$ cat src/rtl/csg_pkg.sv
// Package of constants and types for the configuration segment write guard
package csg_pkg;

  //////////////////////////////////////////////////////////////////////////
  // Own register byte offsets on the APB slave
  localparam logic [11:0] OFS_KEY     = 12'h000; // Segment key register
  localparam logic [11:0] OFS_CFG     = 12'h004; // Segment lock config
  localparam logic [11:0] OFS_RSTSTAT = 12'h008; // Reset cause status one

  //////////////////////////////////////////////////////////////////////////
  // Key values
  localparam logic [7:0] KEY_ENABLE  = 8'hB5; // Opens the lock config
  localparam logic [7:0] KEY_DISABLE = 8'hB4; // Closes the lock config

  //////////////////////////////////////////////////////////////////////////
  // Field layout and reset values
  localparam int          NUM_SEG       = 4;     // Segments 0 to 3
  localparam int          SEGV_BIT      = 0;     // Violation flag position
  localparam logic [7:0]  CFG_RST       = 8'h00; // Lock config reset
  localparam logic [7:0]  KEY_RST       = 8'hB4; // Key register reset

  //////////////////////////////////////////////////////////////////////////
  // Segment address ranges on the guarded bus
  localparam logic [19:0] S0_RST_LO  = 20'h046F0; // Reset controls
  localparam logic [19:0] S0_RST_HI  = 20'h046F3;
  localparam logic [19:0] S0_TRIM_LO = 20'h04680; // Power trims
  localparam logic [19:0] S0_TRIM_HI = 20'h0468A;
  localparam logic [19:0] S0_ILO_LO  = 20'h04690; // Low speed oscillator
  localparam logic [19:0] S0_ILO_HI  = 20'h04691;
  localparam logic [19:0] S0_ILO_CR  = 20'h04300;
  localparam logic [19:0] S0_WDT     = 20'h04383; // Watchdog config
  localparam logic [19:0] S1_LVD_LO  = 20'h046F4; // Low voltage detect
  localparam logic [19:0] S1_LVD_HI  = 20'h046F6;
  localparam logic [19:0] S1_REG     = 20'h04331; // Regulators
  localparam logic [19:0] S1_PM_LO   = 20'h04380; // Power manager, wakeup
  localparam logic [19:0] S1_PM_HI   = 20'h04399;
  localparam logic [19:0] S1_BST_LO  = 20'h04320; // Boost converter
  localparam logic [19:0] S1_BST_HI  = 20'h04323;
  localparam logic [19:0] S1_FCK_LO  = 20'h04200; // Fast clock range
  localparam logic [19:0] S1_FCK_HI  = 20'h042FF;
  localparam logic [19:0] S1_IMO_LO  = 20'h046A0; // Main oscillator trims
  localparam logic [19:0] S1_IMO_HI  = 20'h046A7;
  localparam logic [19:0] S1_FLPM    = 20'h04801; // Flash low power
  localparam logic [19:0] S2_LO      = 20'h10000; // Logic array space
  localparam logic [19:0] S2_HI      = 20'h150FF;
  localparam logic [19:0] S3A_LO     = 20'h05800; // Analog interface
  localparam logic [19:0] S3A_HI     = 20'h05FFF;
  localparam logic [19:0] S3B_LO     = 20'h04600;
  localparam logic [19:0] S3B_HI     = 20'h0467F;

  //////////////////////////////////////////////////////////////////////////
  // Guard decision states
  typedef enum logic [1:0] {
    GRD_IDLE = 2'b01, // No guarded write pending
    GRD_HOLD = 2'b10  // Guarded write answered
  } csg_grd_t;

endpackage : csg_pkg

$ cat src/rtl/csg_seg_decode.sv
// Segment decoder for guarded configuration bus addresses
`timescale 1ns/1ns
module csg_seg_decode (
  // Address in
  input  wire logic [19:0] addr_i,
  // One-hot segment hit out
  output logic      [3:0]  seg_hit_o
);

  // Inclusive range check
  function automatic logic in_rng(input logic [19:0] a,
                                  input logic [19:0] lo,
                                  input logic [19:0] hi);
    in_rng = (a >= lo) && (a <= hi);
  endfunction : in_rng

  // Map each address to the segment guarding it
  always_comb begin
    seg_hit_o    = 4'h0;
    seg_hit_o[0] = in_rng(addr_i, csg_pkg::S0_RST_LO, csg_pkg::S0_RST_HI)
                 | in_rng(addr_i, csg_pkg::S0_TRIM_LO, csg_pkg::S0_TRIM_HI)
                 | in_rng(addr_i, csg_pkg::S0_ILO_LO, csg_pkg::S0_ILO_HI)
                 | (addr_i == csg_pkg::S0_ILO_CR)
                 | (addr_i == csg_pkg::S0_WDT);
    seg_hit_o[1] = in_rng(addr_i, csg_pkg::S1_LVD_LO, csg_pkg::S1_LVD_HI)
                 | (addr_i == csg_pkg::S1_REG)
                 | (in_rng(addr_i, csg_pkg::S1_PM_LO, csg_pkg::S1_PM_HI)
                    && addr_i != csg_pkg::S0_WDT)
                 | in_rng(addr_i, csg_pkg::S1_BST_LO, csg_pkg::S1_BST_HI)
                 | in_rng(addr_i, csg_pkg::S1_FCK_LO, csg_pkg::S1_FCK_HI)
                 | in_rng(addr_i, csg_pkg::S1_IMO_LO, csg_pkg::S1_IMO_HI)
                 | (addr_i == csg_pkg::S1_FLPM);
    seg_hit_o[2] = in_rng(addr_i, csg_pkg::S2_LO, csg_pkg::S2_HI);
    seg_hit_o[3] = in_rng(addr_i, csg_pkg::S3A_LO, csg_pkg::S3A_HI)
                 | in_rng(addr_i, csg_pkg::S3B_LO, csg_pkg::S3B_HI);
  end

endmodule : csg_seg_decode

$ cat src/rtl/csg_guard.sv
// Configuration segment write guard with APB register slave
`timescale 1ns/1ns
module csg_guard (
  // Clock and reset
  input  wire logic        clk_sys_i,    // System clock
  input  wire logic        rst_n_i,      // Device reset, sync, active low
  input  wire logic        por_n_i,      // Power-on reset, sync, active low
  // APB slave for own registers
  input  wire logic        psel_i,
  input  wire logic        penable_i,
  input  wire logic        pwrite_i,
  input  wire logic [11:0] paddr_i,
  input  wire logic [31:0] pwdata_i,
  output logic      [31:0] prdata_o,
  output logic             pready_o,
  output logic             pslverr_o,
  // Guarded configuration bus write request
  input  wire logic        cfg_wr_req_i, // Write strobe, one cycle
  input  wire logic [19:0] cfg_wr_addr_i,
  // Guarded configuration bus write permission
  output logic             cfg_wr_ok_o,  // Pass write, one cycle
  output logic             cfg_wr_drop_o,// Dropped write, one cycle
  // Device reset request and state
  output logic             dev_rst_req_o,// Violation reset pulse
  output logic       [7:0] lock_cfg_o    // Current lock config
);

  ////////////////////////////////////////////////////////////////////////////
  // Declarations
  logic        key_open_r;     // Lock config writable
  logic  [7:0] key_last_r;     // Last legal key read back
  logic  [7:0] cfg_r;          // Lock and protect bits
  logic  [7:0] cfg_nxt;        // Next lock config
  logic        segv_r;         // Segment violation flag
  logic        rst_req_r;      // Violation reset request
  logic        ready_r;        // APB answer flop
  logic [31:0] rdata_r;        // APB read data flop
  logic        slverr_r;       // APB error flop
  logic        ok_r;           // Write pass flop
  logic        drop_r;         // Write drop flop
  logic  [3:0] seg_hit;        // Segment of guarded address
  logic  [3:0] seg_lock;       // Lock bit per segment
  logic        acc;            // APB access phase, one cycle
  logic        wr_acc;         // APB write access
  logic        key_wr;         // Write to key register
  logic        cfg_wr;         // Write to lock config
  logic        st_wr;          // Write to status
  logic        key_bad;        // Illegal key value
  logic        mapped;         // Address hits a register
  csg_pkg::csg_grd_t grd_r;    // Guard answer state

  ////////////////////////////////////////////////////////////////////////////
  // Bus decode; the slave answers one cycle into access
  assign acc    = psel_i & penable_i & ~ready_r;
  assign wr_acc = acc & pwrite_i;
  assign mapped = (paddr_i == csg_pkg::OFS_KEY) ||
                  (paddr_i == csg_pkg::OFS_CFG) ||
                  (paddr_i == csg_pkg::OFS_RSTSTAT);
  assign key_wr = wr_acc && (paddr_i == csg_pkg::OFS_KEY);
  assign cfg_wr = wr_acc && (paddr_i == csg_pkg::OFS_CFG);
  assign st_wr  = wr_acc && (paddr_i == csg_pkg::OFS_RSTSTAT);
  assign key_bad = key_wr && (pwdata_i[7:0] != csg_pkg::KEY_ENABLE) &&
                   (pwdata_i[7:0] != csg_pkg::KEY_DISABLE);

  ////////////////////////////////////////////////////////////////////////////
  // Segment decoder for the guarded bus
  csg_seg_decode u_dec (
    .addr_i    (cfg_wr_addr_i),
    .seg_hit_o (seg_hit)
  );

  ////////////////////////////////////////////////////////////////////////////
  // Lock bits of each segment at even positions
  genvar g;
  generate
    for (g = 0; g < csg_pkg::NUM_SEG; g++) begin : g_lock
      assign seg_lock[g] = cfg_r[2*g];
    end
  endgenerate

  ////////////////////////////////////////////////////////////////////////////
  // Next lock config: per-bit update honoring key and protect
  always_comb begin
    cfg_nxt = cfg_r;
    if (cfg_wr && key_open_r) begin
      for (int n = 0; n < csg_pkg::NUM_SEG; n++) begin
        // Lock bit writable only while unprotected
        if (!cfg_r[2*n+1]) begin
          cfg_nxt[2*n] = pwdata_i[2*n];
        end
        // Protect bit can only be set
        cfg_nxt[2*n+1] = cfg_r[2*n+1] | pwdata_i[2*n+1];
      end
    end
  end

  ////////////////////////////////////////////////////////////////////////////
  // Key register state, relocked on every device reset
  always_ff @(posedge clk_sys_i) begin
    if (!rst_n_i || !por_n_i) begin
      key_open_r <= 1'b0;
      key_last_r <= csg_pkg::KEY_RST;
    end else if (key_wr && !key_bad) begin
      key_open_r <= (pwdata_i[7:0] == csg_pkg::KEY_ENABLE);
      key_last_r <= pwdata_i[7:0];
    end
  end

  ////////////////////////////////////////////////////////////////////////////
  // Lock config; protect bits and their protected lock bits cleared only by a hardware reset
  always_ff @(posedge clk_sys_i) begin
    if (!rst_n_i || !por_n_i) begin
      cfg_r <= csg_pkg::CFG_RST;
    end else begin
      cfg_r <= cfg_nxt;
    end
  end

  ////////////////////////////////////////////////////////////////////////////
  // Violation flag: only power-on or software clears; set wins
  always_ff @(posedge clk_sys_i) begin
    if (!por_n_i) begin
      segv_r <= 1'b0;
    end else if (key_bad) begin
      segv_r <= 1'b1;
    end else if (st_wr && pwdata_i[csg_pkg::SEGV_BIT]) begin
      segv_r <= 1'b0;
    end
  end

  ////////////////////////////////////////////////////////////////////////////
  // Device reset request pulse on illegal key
  always_ff @(posedge clk_sys_i) begin
    if (!rst_n_i || !por_n_i) begin
      rst_req_r <= 1'b0;
    end else begin
      rst_req_r <= key_bad;
    end
  end

  ////////////////////////////////////////////////////////////////////////////
  // APB answer: ready one cycle into access, error on unmapped
  always_ff @(posedge clk_sys_i) begin
    if (!rst_n_i) begin
      ready_r  <= 1'b0;
      slverr_r <= 1'b0;
      rdata_r  <= 32'h0000_0000;
    end else begin
      ready_r  <= acc;
      slverr_r <= acc && !mapped;
      rdata_r  <= 32'h0000_0000;
      if (acc && !pwrite_i) begin
        unique case (paddr_i)
          csg_pkg::OFS_KEY:     rdata_r <= {24'h000000, key_last_r};
          csg_pkg::OFS_CFG:     rdata_r <= {24'h000000, cfg_r};
          csg_pkg::OFS_RSTSTAT: rdata_r <= {31'h0, segv_r};
          default:              rdata_r <= 32'h0000_0000;
        endcase
      end
    end
  end

  ////////////////////////////////////////////////////////////////////////////
  // Guarded write decision, one cycle after the request
  always_ff @(posedge clk_sys_i) begin
    if (!rst_n_i || !por_n_i) begin
      ok_r   <= 1'b0;
      drop_r <= 1'b0;
      grd_r  <= csg_pkg::GRD_IDLE;
    end else begin
      // Only lock bits matter; protect never blocks
      ok_r   <= cfg_wr_req_i && ((seg_hit & seg_lock) == 4'h0);
      drop_r <= cfg_wr_req_i && ((seg_hit & seg_lock) != 4'h0);
      unique case (grd_r)
        csg_pkg::GRD_IDLE: begin
          if (cfg_wr_req_i) begin
            grd_r <= csg_pkg::GRD_HOLD;
          end
        end
        csg_pkg::GRD_HOLD: begin
          if (!cfg_wr_req_i) begin
            grd_r <= csg_pkg::GRD_IDLE;
          end
        end
        default: grd_r <= csg_pkg::GRD_IDLE;
      endcase
    end
  end

  ////////////////////////////////////////////////////////////////////////////
  // Outputs straight from flops
  assign prdata_o      = rdata_r;
  assign pready_o      = ready_r;
  assign pslverr_o     = slverr_r;
  assign cfg_wr_ok_o   = ok_r;
  assign cfg_wr_drop_o = drop_r;
  assign dev_rst_req_o = rst_req_r;
  assign lock_cfg_o    = cfg_r;

endmodule : csg_guard

$ cat config.mk
export PLATFORM = sky130hd
export DESIGN_NAME = csg_guard
export DESIGN_NICKNAME = d
export VERILOG_FILES = /design/src/rtl/csg_pkg.sv /design/src/rtl/csg_seg_decode.sv /design/src/rtl/csg_guard.sv
export SDC_FILE = /design/constraint.sdc
export NUM_CORES = 1
export LEC_CHECK = 0
export BUFFER_PORTS_ARGS = -buffer_cell sky130_fd_sc_hd__buf_2
export CAP_MARGIN = 10
export CORE_MARGIN = 5
export CORE_UTILIZATION = 35
export DETAILED_ROUTE_END_ITERATION = 10
export PLACE_DENSITY = 0.8
export SETUP_SLACK_MARGIN = 0.02
export SLEW_MARGIN = 20
export SYNTH_ARGS = -nofsm -noshare
export SYNTH_HDL_FRONTEND = slang
export SYNTH_SLANG_ARGS = --single-unit
$ cat constraint.sdc
create_clock -name clk_sys_i -period 3.3 [get_ports clk_sys_i]
set_clock_uncertainty 0.1 [all_clocks]
set_input_delay 0.495 -clock clk_sys_i [delete_from_list [all_inputs] [get_ports clk_sys_i]]
set_output_delay 0.495 -clock clk_sys_i [all_outputs]
set_load 0.01 [all_outputs]
After elaboration in Yosys (flattened, before gate mapping)
Index checks and enable logic that the tools add are counted.
{"block": "totals", "wordCells": 114, "reg_bits": 55, "input_bits": 71}
{"block": "op_classes", "eq_ne": 10, "reduce_logical": 41, "bitwise": 24, "n_mux": 3, "magnitude_cmp": 22}
{"cell": "$ge 20x15->1 const B", "n": 10}
{"cell": "$le 20x15->1 const B", "n": 10}
{"cell": "$eq 20x15->1 const B", "n": 4}
{"cell": "$logic_and 1x1->1", "n": 24}
{"cell": "$pmux 8 s3", "n": 1}
{"cell": "$ge 20x17->1 const B", "n": 1}
{"cell": "$le 20x17->1 const B", "n": 1}
{"cell": "$ne 20x15->1 const B", "n": 1}
{"cell": "$ne 8x8->1 const B", "n": 2}
{"cell": "$or 1x1->1", "n": 15}
{"cell": "$eq 12x3->1 const B", "n": 1}
{"cell": "$eq 12x4->1 const B", "n": 1}
{"cell": "$logic_not 12->1", "n": 1}
{"cell": "$reduce_and 2->1", "n": 5}
{"cell": "$eq 8x8->1 const B", "n": 1}
{"cell": "$logic_not 1->1", "n": 5}
{"cell": "$not 1->1", "n": 5}
{"cell": "$and 4x4->4", "n": 1}
{"cell": "$logic_not 4->1", "n": 1}
{"cell": "$reduce_bool 4->1", "n": 1}
{"cell": "$and 1x1->1", "n": 3}
{"cell": "$logic_or 1x1->1", "n": 3}
{"cell": "$mux 1", "n": 2}
{"cell": "$reduce_bool 2->1", "n": 1}

Longest topological paths before layout
Gate-level depths: netlist of the first run.
{"block": "logic_depth", "ltp_word": 11, "ltp_mapped": 8, "depth_no_buf": 6}

Modules after synthesis
From an unflattened synthesis of the first run, not the netlist that was laid out.
{"block": "unflattened", "cells_unflattened": 218, "hier_area_um2": 1826.8}
{"mod": "csg_guard", "cells_each": 144, "instances": 1, "area_per_inst_um2": 1367.6, "seq_area_each_um2": 620.6}
{"mod": "csg_seg_decode", "cells_each": 74, "instances": 1, "area_per_inst_um2": 459.2, "seq_area_each_um2": 0.0}

Least setup slack after synthesis of the first run
Ideal clock, no wire load.
{"block": "synth_timing", "kind": "in2reg", "start": "input port paddr_i[7]", "end": "register key_last_r[0]", "arrival_time_ps": 2143, "setup_ps": 128, "cell_stages": 8, "setup_slack_ps": 929, "n_path_buf": 2, "cell_sequence": "or4_4 nor4_4 nor2b_1 buf_2 and3_1 buf_4 mux2i_1 nor2_1"}
{"block": "synth_between", "elab_chain_len": 6}
{"item": "start: declaration", "line_no": "csg_guard.sv:12", "text": "input wire logic [11:0] paddr_i,"}
{"item": "$logic_not 12->1 *", "line_no": "csg_guard.sv:59", "text": "assign key_wr = wr_acc && (paddr_i == csg_pkg::OFS_KEY);"}
{"item": "$logic_and 1x1->1 *", "line_no": "csg_guard.sv:59"}
{"item": "$logic_and 1x1->1 (2 in series)", "line_no": "csg_guard.sv:62", "text": "assign key_bad = key_wr && (pwdata_i[7:0] != csg_pkg::KEY_ENABLE) &&"}
{"item": "$logic_not 1->1", "line_no": "csg_guard.sv:103", "text": "end else if (key_wr && !key_bad) begin"}
{"item": "$logic_and 1x1->1 *", "line_no": "csg_guard.sv:103"}
{"item": "end signal: assignment", "line_no": "csg_guard.sv:102", "text": "key_last_r <= csg_pkg::KEY_RST;"}
{"item": "end signal: assignment", "line_no": "csg_guard.sv:105", "text": "key_last_r <= pwdata_i[7:0];"}
{"item": "end: declaration", "line_no": "csg_guard.sv:31", "text": "logic [7:0] key_last_r;"}
Every way passes the cells marked *; elsewhere a longest branch is shown, timed or not.
A chain may end at the register's enable or synchronous reset.

Worst setup path in the final report of the first run
Same ends and word-level chain as after synthesis.

==> impl_metrics.toml, run 1 <==
[sta]
finalCriticalPeriod_ns = 2.338
timing.setup.tns_ns = 0
setup_repair_after_global_routing_missed_its_margin = "no"
total_setup_violations_reported_at_the_end_of_the_flow = 0
clock.fmax_ghz = 0.4277
min_period_over_period_pct = 70.85
report.final.slew_viol_count = 0
maxSlewHeadroom_pct = 61.32
worst_slew_pin_slew_ns = 0.5749
count_of_final_hold_check_violations = 0

[global_routing]
global_route_wire_length_before_repair_mm = 7.176
global_route.overflow_total = 0
grt_start_max_net_pins = 17
number_of_antenna_violations_at_the_first_check_in_global_routing = 0
grt_pass1_vias = 1576
track_usage_pct = 13.76

[detailed_routing]
drt-vias-per-instance = 4.975
starting_drt_drc_count = 112
drt_pre_antenna_iters = 4
wirelength_mm = 4.683
drtAntennaViolNets = 0
drc_errors = 0
dr_total_vias = 1776
wl_per_cell_um = 13.12

[clock_network]
cts_made_buffers = 5
post_cts.repair.setup_buffers = 0
cts.sinks = 31
clk_transition_reported_paths_ns = 0.06
cts_tree = "done"
clock_insertion_delay_worst_skew_ns = 0.28
cts-resized-gates = 0
holdBufCountCts = 0
cts.root.buffer_cell = "clkbuf_8"
htree_levels = 2
clk_path_buf_depth = 2

[pwr]
p_leak_uw = 0.0009768
irDropWorstVdd_v = 0.0001670
p_per_area_nw_per_um2 = 379.6

[yosys]
syn_avg_cell_area_um2 = 8.266
sequential_element_share_of_the_synthesized_area_pct = 33.97
ys.flop_type = "dfxtp_1"
synth_enable_flop_cells = 0
yosysWarningCount = 0
netlist_area_um2 = 1827
postSynthRegisterBits = 31
postSynthCellCount = 221
ys_async_sr_fraction_pct = 0
post_synth_num_cell_types = 50

[floorplanning]
boundaryPins = 116
chipHeight_um = 82.25
floorplan.die_area_um2 = 6764
row_cnt = 26
floorplan.core_area_um2 = 5075
fp.dieW_um = 82.25
initial_core_util_pct = 36.00

[job]
max-cap-violations = 0

[place]
numPlacedInstances = 349
routability_congestion_estimate = 0.8455
dp_hpwl_mm = 3.736
number_of_buffers_inserted_by_port_buffering = 67

[setup_path]
critical-path-slowest-cell = "or4_4"
critPathMaxFanout = 9
timing_worst_setup_path_type = "in2reg"
timing.critical_path.cells = "buf_2, or4_4, nor4_4, nor2b_1, buf_4, and3_1, mux2i_1, nor2_1"
cpPeakStageDelay_ns = 0.54
crit_path_end_kind = "flip-flop"
r2r_setup_slack_ns = 1.82
category_of_the_worst_setup_path_launch_point = "input pin"
critPathRequiredTime_ns = 3.35
cp_data_arrival_time_ns = 2.39

[final_layout]
areaGrowthSynthToFinish_pct = 22.60
drive_above_1_share_pct = 31.36
antennaDiodeCount = 0
nets = 357
layoutNonFillerInstCount = 357

[worst_hold_path]
min-delay-path-class = "in2reg"

[run_status]
outcome = "complete, no violations"
registers in the layout, indices dropped and copies added, names as in the netlist:
name	count
cfg_wr_ok_o	1
prdata_o	8
pslverr_o	1
key_open_r	1
cfg_wr_drop_o	1
key_last_r	8
lock_cfg_o	8
segv_r	1
dev_rst_req_o	1
pready_o	1
synth_stat cells (all sizes together), types with 2 or more instances:
master / instances / share of area, %
nor2b: 2 / 0.68
nor3: 4 / 1.1
inv: 5 / 1.0
or3: 5 / 1.7
nand2b: 2 / 0.68
or3b: 2 / 1.1
a2111oi: 2 / 0.96
a21oi: 10 / 2.7
o31ai: 3 / 1.8
o21ai: 9 / 2.5
a22oi: 9 / 3.7
clkbuf: 6 / 1.2
nor4: 6 / 2.9
nand3: 11 / 3.0
or4: 8 / 3.8
nor4b: 4 / 1.9
mux2i: 2 / 1.1
and2: 5 / 1.7
and3: 7 / 2.4
nand2: 9 / 1.8
a31oi: 4 / 1.4
buf: 29 / 12
dfxtp: 31 / 34
and4b: 3 / 1.6
nor2: 26 / 5.3
cells in the final DEF (no fill, tap or decap), drive strengths merged, types with 7 or more instances in the layout:
cell type / n
o21ai: 9
a21oi: 10
a22oi: 9
nand2: 9
dfxtp: 31
and3: 7
nand3: 11
buf: 70
nor2: 26
conb: 24
or4: 8
final timing paths:
check                      from             to  cells past startpoint
setup / recovery     paddr_i[7]  key_last_r[0]                      8
hold / removal          por_n_i         segv_r                      2
setup reg to reg       pready_o  key_last_r[0]                      4
hold reg to reg   key_last_r[5]  key_last_r[5]                      1
logic make-up after synthesis:
| kind of cell | Yosys count | synth area share, % |
|---|---|---|
| AOI/OAI and AO/OA | 47 | 18.01 |
| buffers and inverters | 40 | 13.97 |
| DFF | 31 | 33.97 |
| muxes | 3 | 1.712 |
| other | 1 | 0.2053 |
| and+or+nand+nor | 99 | 32.12 |
metal layers:
| metal | track usage, % | routed length (µm) | vias to the layer above |
|---|---|---|---|
| li1 | - | - | 896 |
| met1 | 16.80 | 2016 | 809 |
| met2 | 22.44 | 2237 | 62 |
| met3 | 3.796 | 340 | 9 |
| met4 | 6.146 | 89 | 0 |
| met5 | 0 | 0 | - |
cell type report:
class                           instances  area, µm²
Clock buffer                            6      82.58
Clock inverter                          2      35.03
Fill cell                             538       2835
Inverter                                5      18.77
Multi-Input combinational cell        173       1037
Sequential cell                        31      620.6
Tap cell                               70      87.58
Timing Repair Buffer                   70      357.8
power breakdown:
| part | internal (µW) | leakage [µW] | switching, µW |
|---|---|---|---|
| registers | 376 | 0.000250 | 0.482 |
| clock network | 244 | 0.0000612 | 136 |
| logic | 35.9 | 0.000665 | 58.4 |
per-stage QoR:
stage	setup WS [ns]	hold WS (ns)	power, µW	util [%]	area, µm²
after floorplan	0.9291	0.3158	454.1	-	1913
after global placement	0.6836	0.3277	476.0	41.81	2122
after detailed placement	0.6404	0.3303	477.1	41.81	2122
after CTS	0.9542	0.3327	855.6	44.13	2240
after global routing	0.8348	0.3411	892.2	44.13	2240
final	0.9620	0.3381	850.2	44.13	2240
worst max-delay path: cells and delay by family:
family / cells / cell delay, ns
muxes: 1 / 0.21
buffers and inverters: 2 / 0.25
and+or+nand+nor: 5 / 1.42
No activity file was read; power rests on OpenSTA's default activity.
==> run 2, diff against run 1 <==
==> constraint.sdc (replaced) <==
create_clock -name clk_sys_i -period 2.28 [get_ports clk_sys_i]
set_clock_uncertainty 0.1 [all_clocks]
set_input_delay 0.342 -clock clk_sys_i [delete_from_list [all_inputs] [get_ports clk_sys_i]]
set_output_delay 0.342 -clock clk_sys_i [all_outputs]
set_load 0.01 [all_outputs]
==> run 2 against run 1 <==
Global-route usage rose by 0.98 points. Flip-flop and latch count did not move. Final cell count rose by 3.1%. Total power rose by 45%. Final area rose by 3.7%. Critical path depth fell by 1. Sequential share of layout area fell by 0.99 points. Non-clock buffer count rose by 11. Clock power rose by 43%. Wire length rose by 5.1%. Critical path type unchanged. Largest cell class unchanged. Highest routed layer unchanged.
==> impl_metrics.toml, run 2 (synthesis gave the netlist of run 1 again) <==
[global_routing]
track_usage_pct = 14.74
global_route.overflow_total = 0
number_of_antenna_violations_at_the_first_check_in_global_routing = 0
grt_pass1_vias = 1707
global_route_wire_length_before_repair_mm = 7.790
grt_start_max_net_pins = 17

[clock_network]
cts.sinks = 31
clock_insertion_delay_worst_skew_ns = 0.28
cts_made_buffers = 5
htree_levels = 2
holdBufCountCts = 0
cts-resized-gates = 0
post_cts.repair.setup_buffers = 0
cts.root.buffer_cell = "clkbuf_8"
cts_tree = "done"
clk_transition_reported_paths_ns = 0.06
clk_path_buf_depth = 2

[place]
dp_hpwl_mm = 3.948
routability_congestion_estimate = 0.8843
number_of_buffers_inserted_by_port_buffering = 67
numPlacedInstances = 360

[pwr]
portion_of_total_power_attributed_to_combinational_logic_pct = 12.0
power_switching_share_pct = 22.54
internal_dissipation_uw = 957.7
p_per_area_nw_per_um2 = 532.4
pwr-share-clk_pct = 44.0
irDropWorstVdd_v = 0.0002801
seq_power_share_pct = 44.0
switching_power_uw = 278.6
p_leak_uw = 0.001032

[setup_path]
worst_r2r_startpoint = "pready_o"
timing_worst_setup_path_type = "in2reg"
crit-reg2reg-capture = "key_last_r[2]"
critPathMaxFanout = 3
category_of_the_worst_setup_path_launch_point = "input pin"
reg2regPathDepth = 4
crit_path_end_kind = "flip-flop"
critPathRequiredTime_ns = 2.40
r2r_setup_slack_ns = 0.76
cp_data_arrival_time_ns = 2.18

[final_layout]
nets = 368
final_core_utilization_pct = 45.76
drive_above_1_share_pct = 33.89
final_cell_mix = "buf_2 (67), dfxtp_1 (31), nor2_1 (26)"
most_common_library_cell_in_the_layout_ignoring_fill_and_taps = "buf_2"
layoutNonFillerInstCount = 368
areaGrowthSynthToFinish_pct = 27.12
number_of_fill_cells_in_the_layout = 516
antennaDiodeCount = 0

[sta]
clock.fmax_ghz = 0.4870
maxSlewHeadroom_pct = 60.67
report.final.slew_viol_count = 0
fin_worst_hold_slack_ns = 0.1937
finalCriticalPeriod_ns = 2.053
min_period_over_period_pct = 90.06
timing.setup.tns_ns = 0
setup_repair_after_global_routing_missed_its_margin = "no"
total_setup_violations_reported_at_the_end_of_the_flow = 0
count_of_final_hold_check_violations = 0
worst_slew_pin_slew_ns = 0.5823

[floorplanning]
row_cnt = 26
boundaryPins = 116
floorplan.core_area_um2 = 5075
initial_core_util_pct = 36.00
fp.dieW_um = 82.25
floorplan.die_area_um2 = 6764
chipHeight_um = 82.25

[detailed_routing]
dr_total_vias = 1856
drc_errors = 0
starting_drt_drc_count = 114
wirelength_mm = 4.920
drt-vias-per-instance = 5.043
drt_pre_antenna_iters = 4
drtAntennaViolNets = 0
wl_per_cell_um = 13.37

[job]
max-cap-violations = 0

[worst_hold_path]
min-delay-path-class = "in2reg"
hold_end = "segv_r"
hp-start = "por_n_i"
count_of_cells_along_the_worst_hold_path = 2

[run_status]
outcome = "complete, no violations"
run 2: changes by cell type in the layout (fill, tap and decap cells not counted), sizes merged:
| cell | change |
|---|---|
| buf | +11 |
run 2: worst max-delay path by stage:
stage	from	to	slack, ns	cells after the start
after global placement	cfg_wr_addr_i[11]	cfg_wr_ok_o	-0.04	7
after floorplan	paddr_i[7]	key_last_r[0]	0.06	8
after detailed placement	cfg_wr_addr_i[11]	cfg_wr_ok_o	-0.06	7
after CTS	cfg_wr_addr_i[11]	cfg_wr_ok_o	0.23	7
final	cfg_wr_addr_i[11]	cfg_wr_ok_o	0.23	7
after global routing	paddr_i[11]	lock_cfg_o[4]	0.07	7
run 2: final cells by class:
cell class	count	area, µm²	share of cell area (%)
Multi-Input combinational cell	173	1037	44.67
Sequential cell	31	620.6	26.72
Timing Repair Buffer	81	440.4	18.97
Tap cell	70	87.58	3.772
Clock buffer	6	82.58	3.556
Clock inverter	2	35.03	1.509
Inverter	5	18.77	0.8082
run 2: metal layers:
layer / routed length (µm) / vias up / GRT usage, %
met5: 0 / - / 0
met4: 72 / 0 / 4.651
met3: 431 / 10 / 3.688
met2: 2507 / 86 / 25.40
met1: 1908 / 839 / 17.85
li1: - / 921 / -
run 2: through the flow:
stage	total power, µW	cell area (µm²)	worst slack (ns)
after CTS	1246	2322	0.2269
after detailed placement	702.7	2205	-0.05874
final	1236	2322	0.2266
after global placement	700.3	2205	-0.03733
after global routing	1298	2322	0.06644
after floorplan	657.3	1913	0.06206
run 2: worst max-delay path: stages:
cell and delay, ns:
buf_2 0.11, or4_4 0.52, or3b_4 0.40, o31ai_2 0.22
a31oi_1 0.07, o31ai_2 0.31, and3_1 0.20
run 2: power groups by stage:
| stage | Sequential [µW] | Combinational, µW | Clock [µW] |
|---|---|---|---|
| 2_1_floorplan | 558 | 99.7 | 0 |
| 3_3_place_gp | 556 | 144 | 0 |
| 3_5_place_dp | 556 | 146 | 0 |
| 4_1_cts | 544 | 147 | 555 |
| 5_1_grt | 544 | 166 | 588 |
| 6_report | 544 | 148 | 543 |
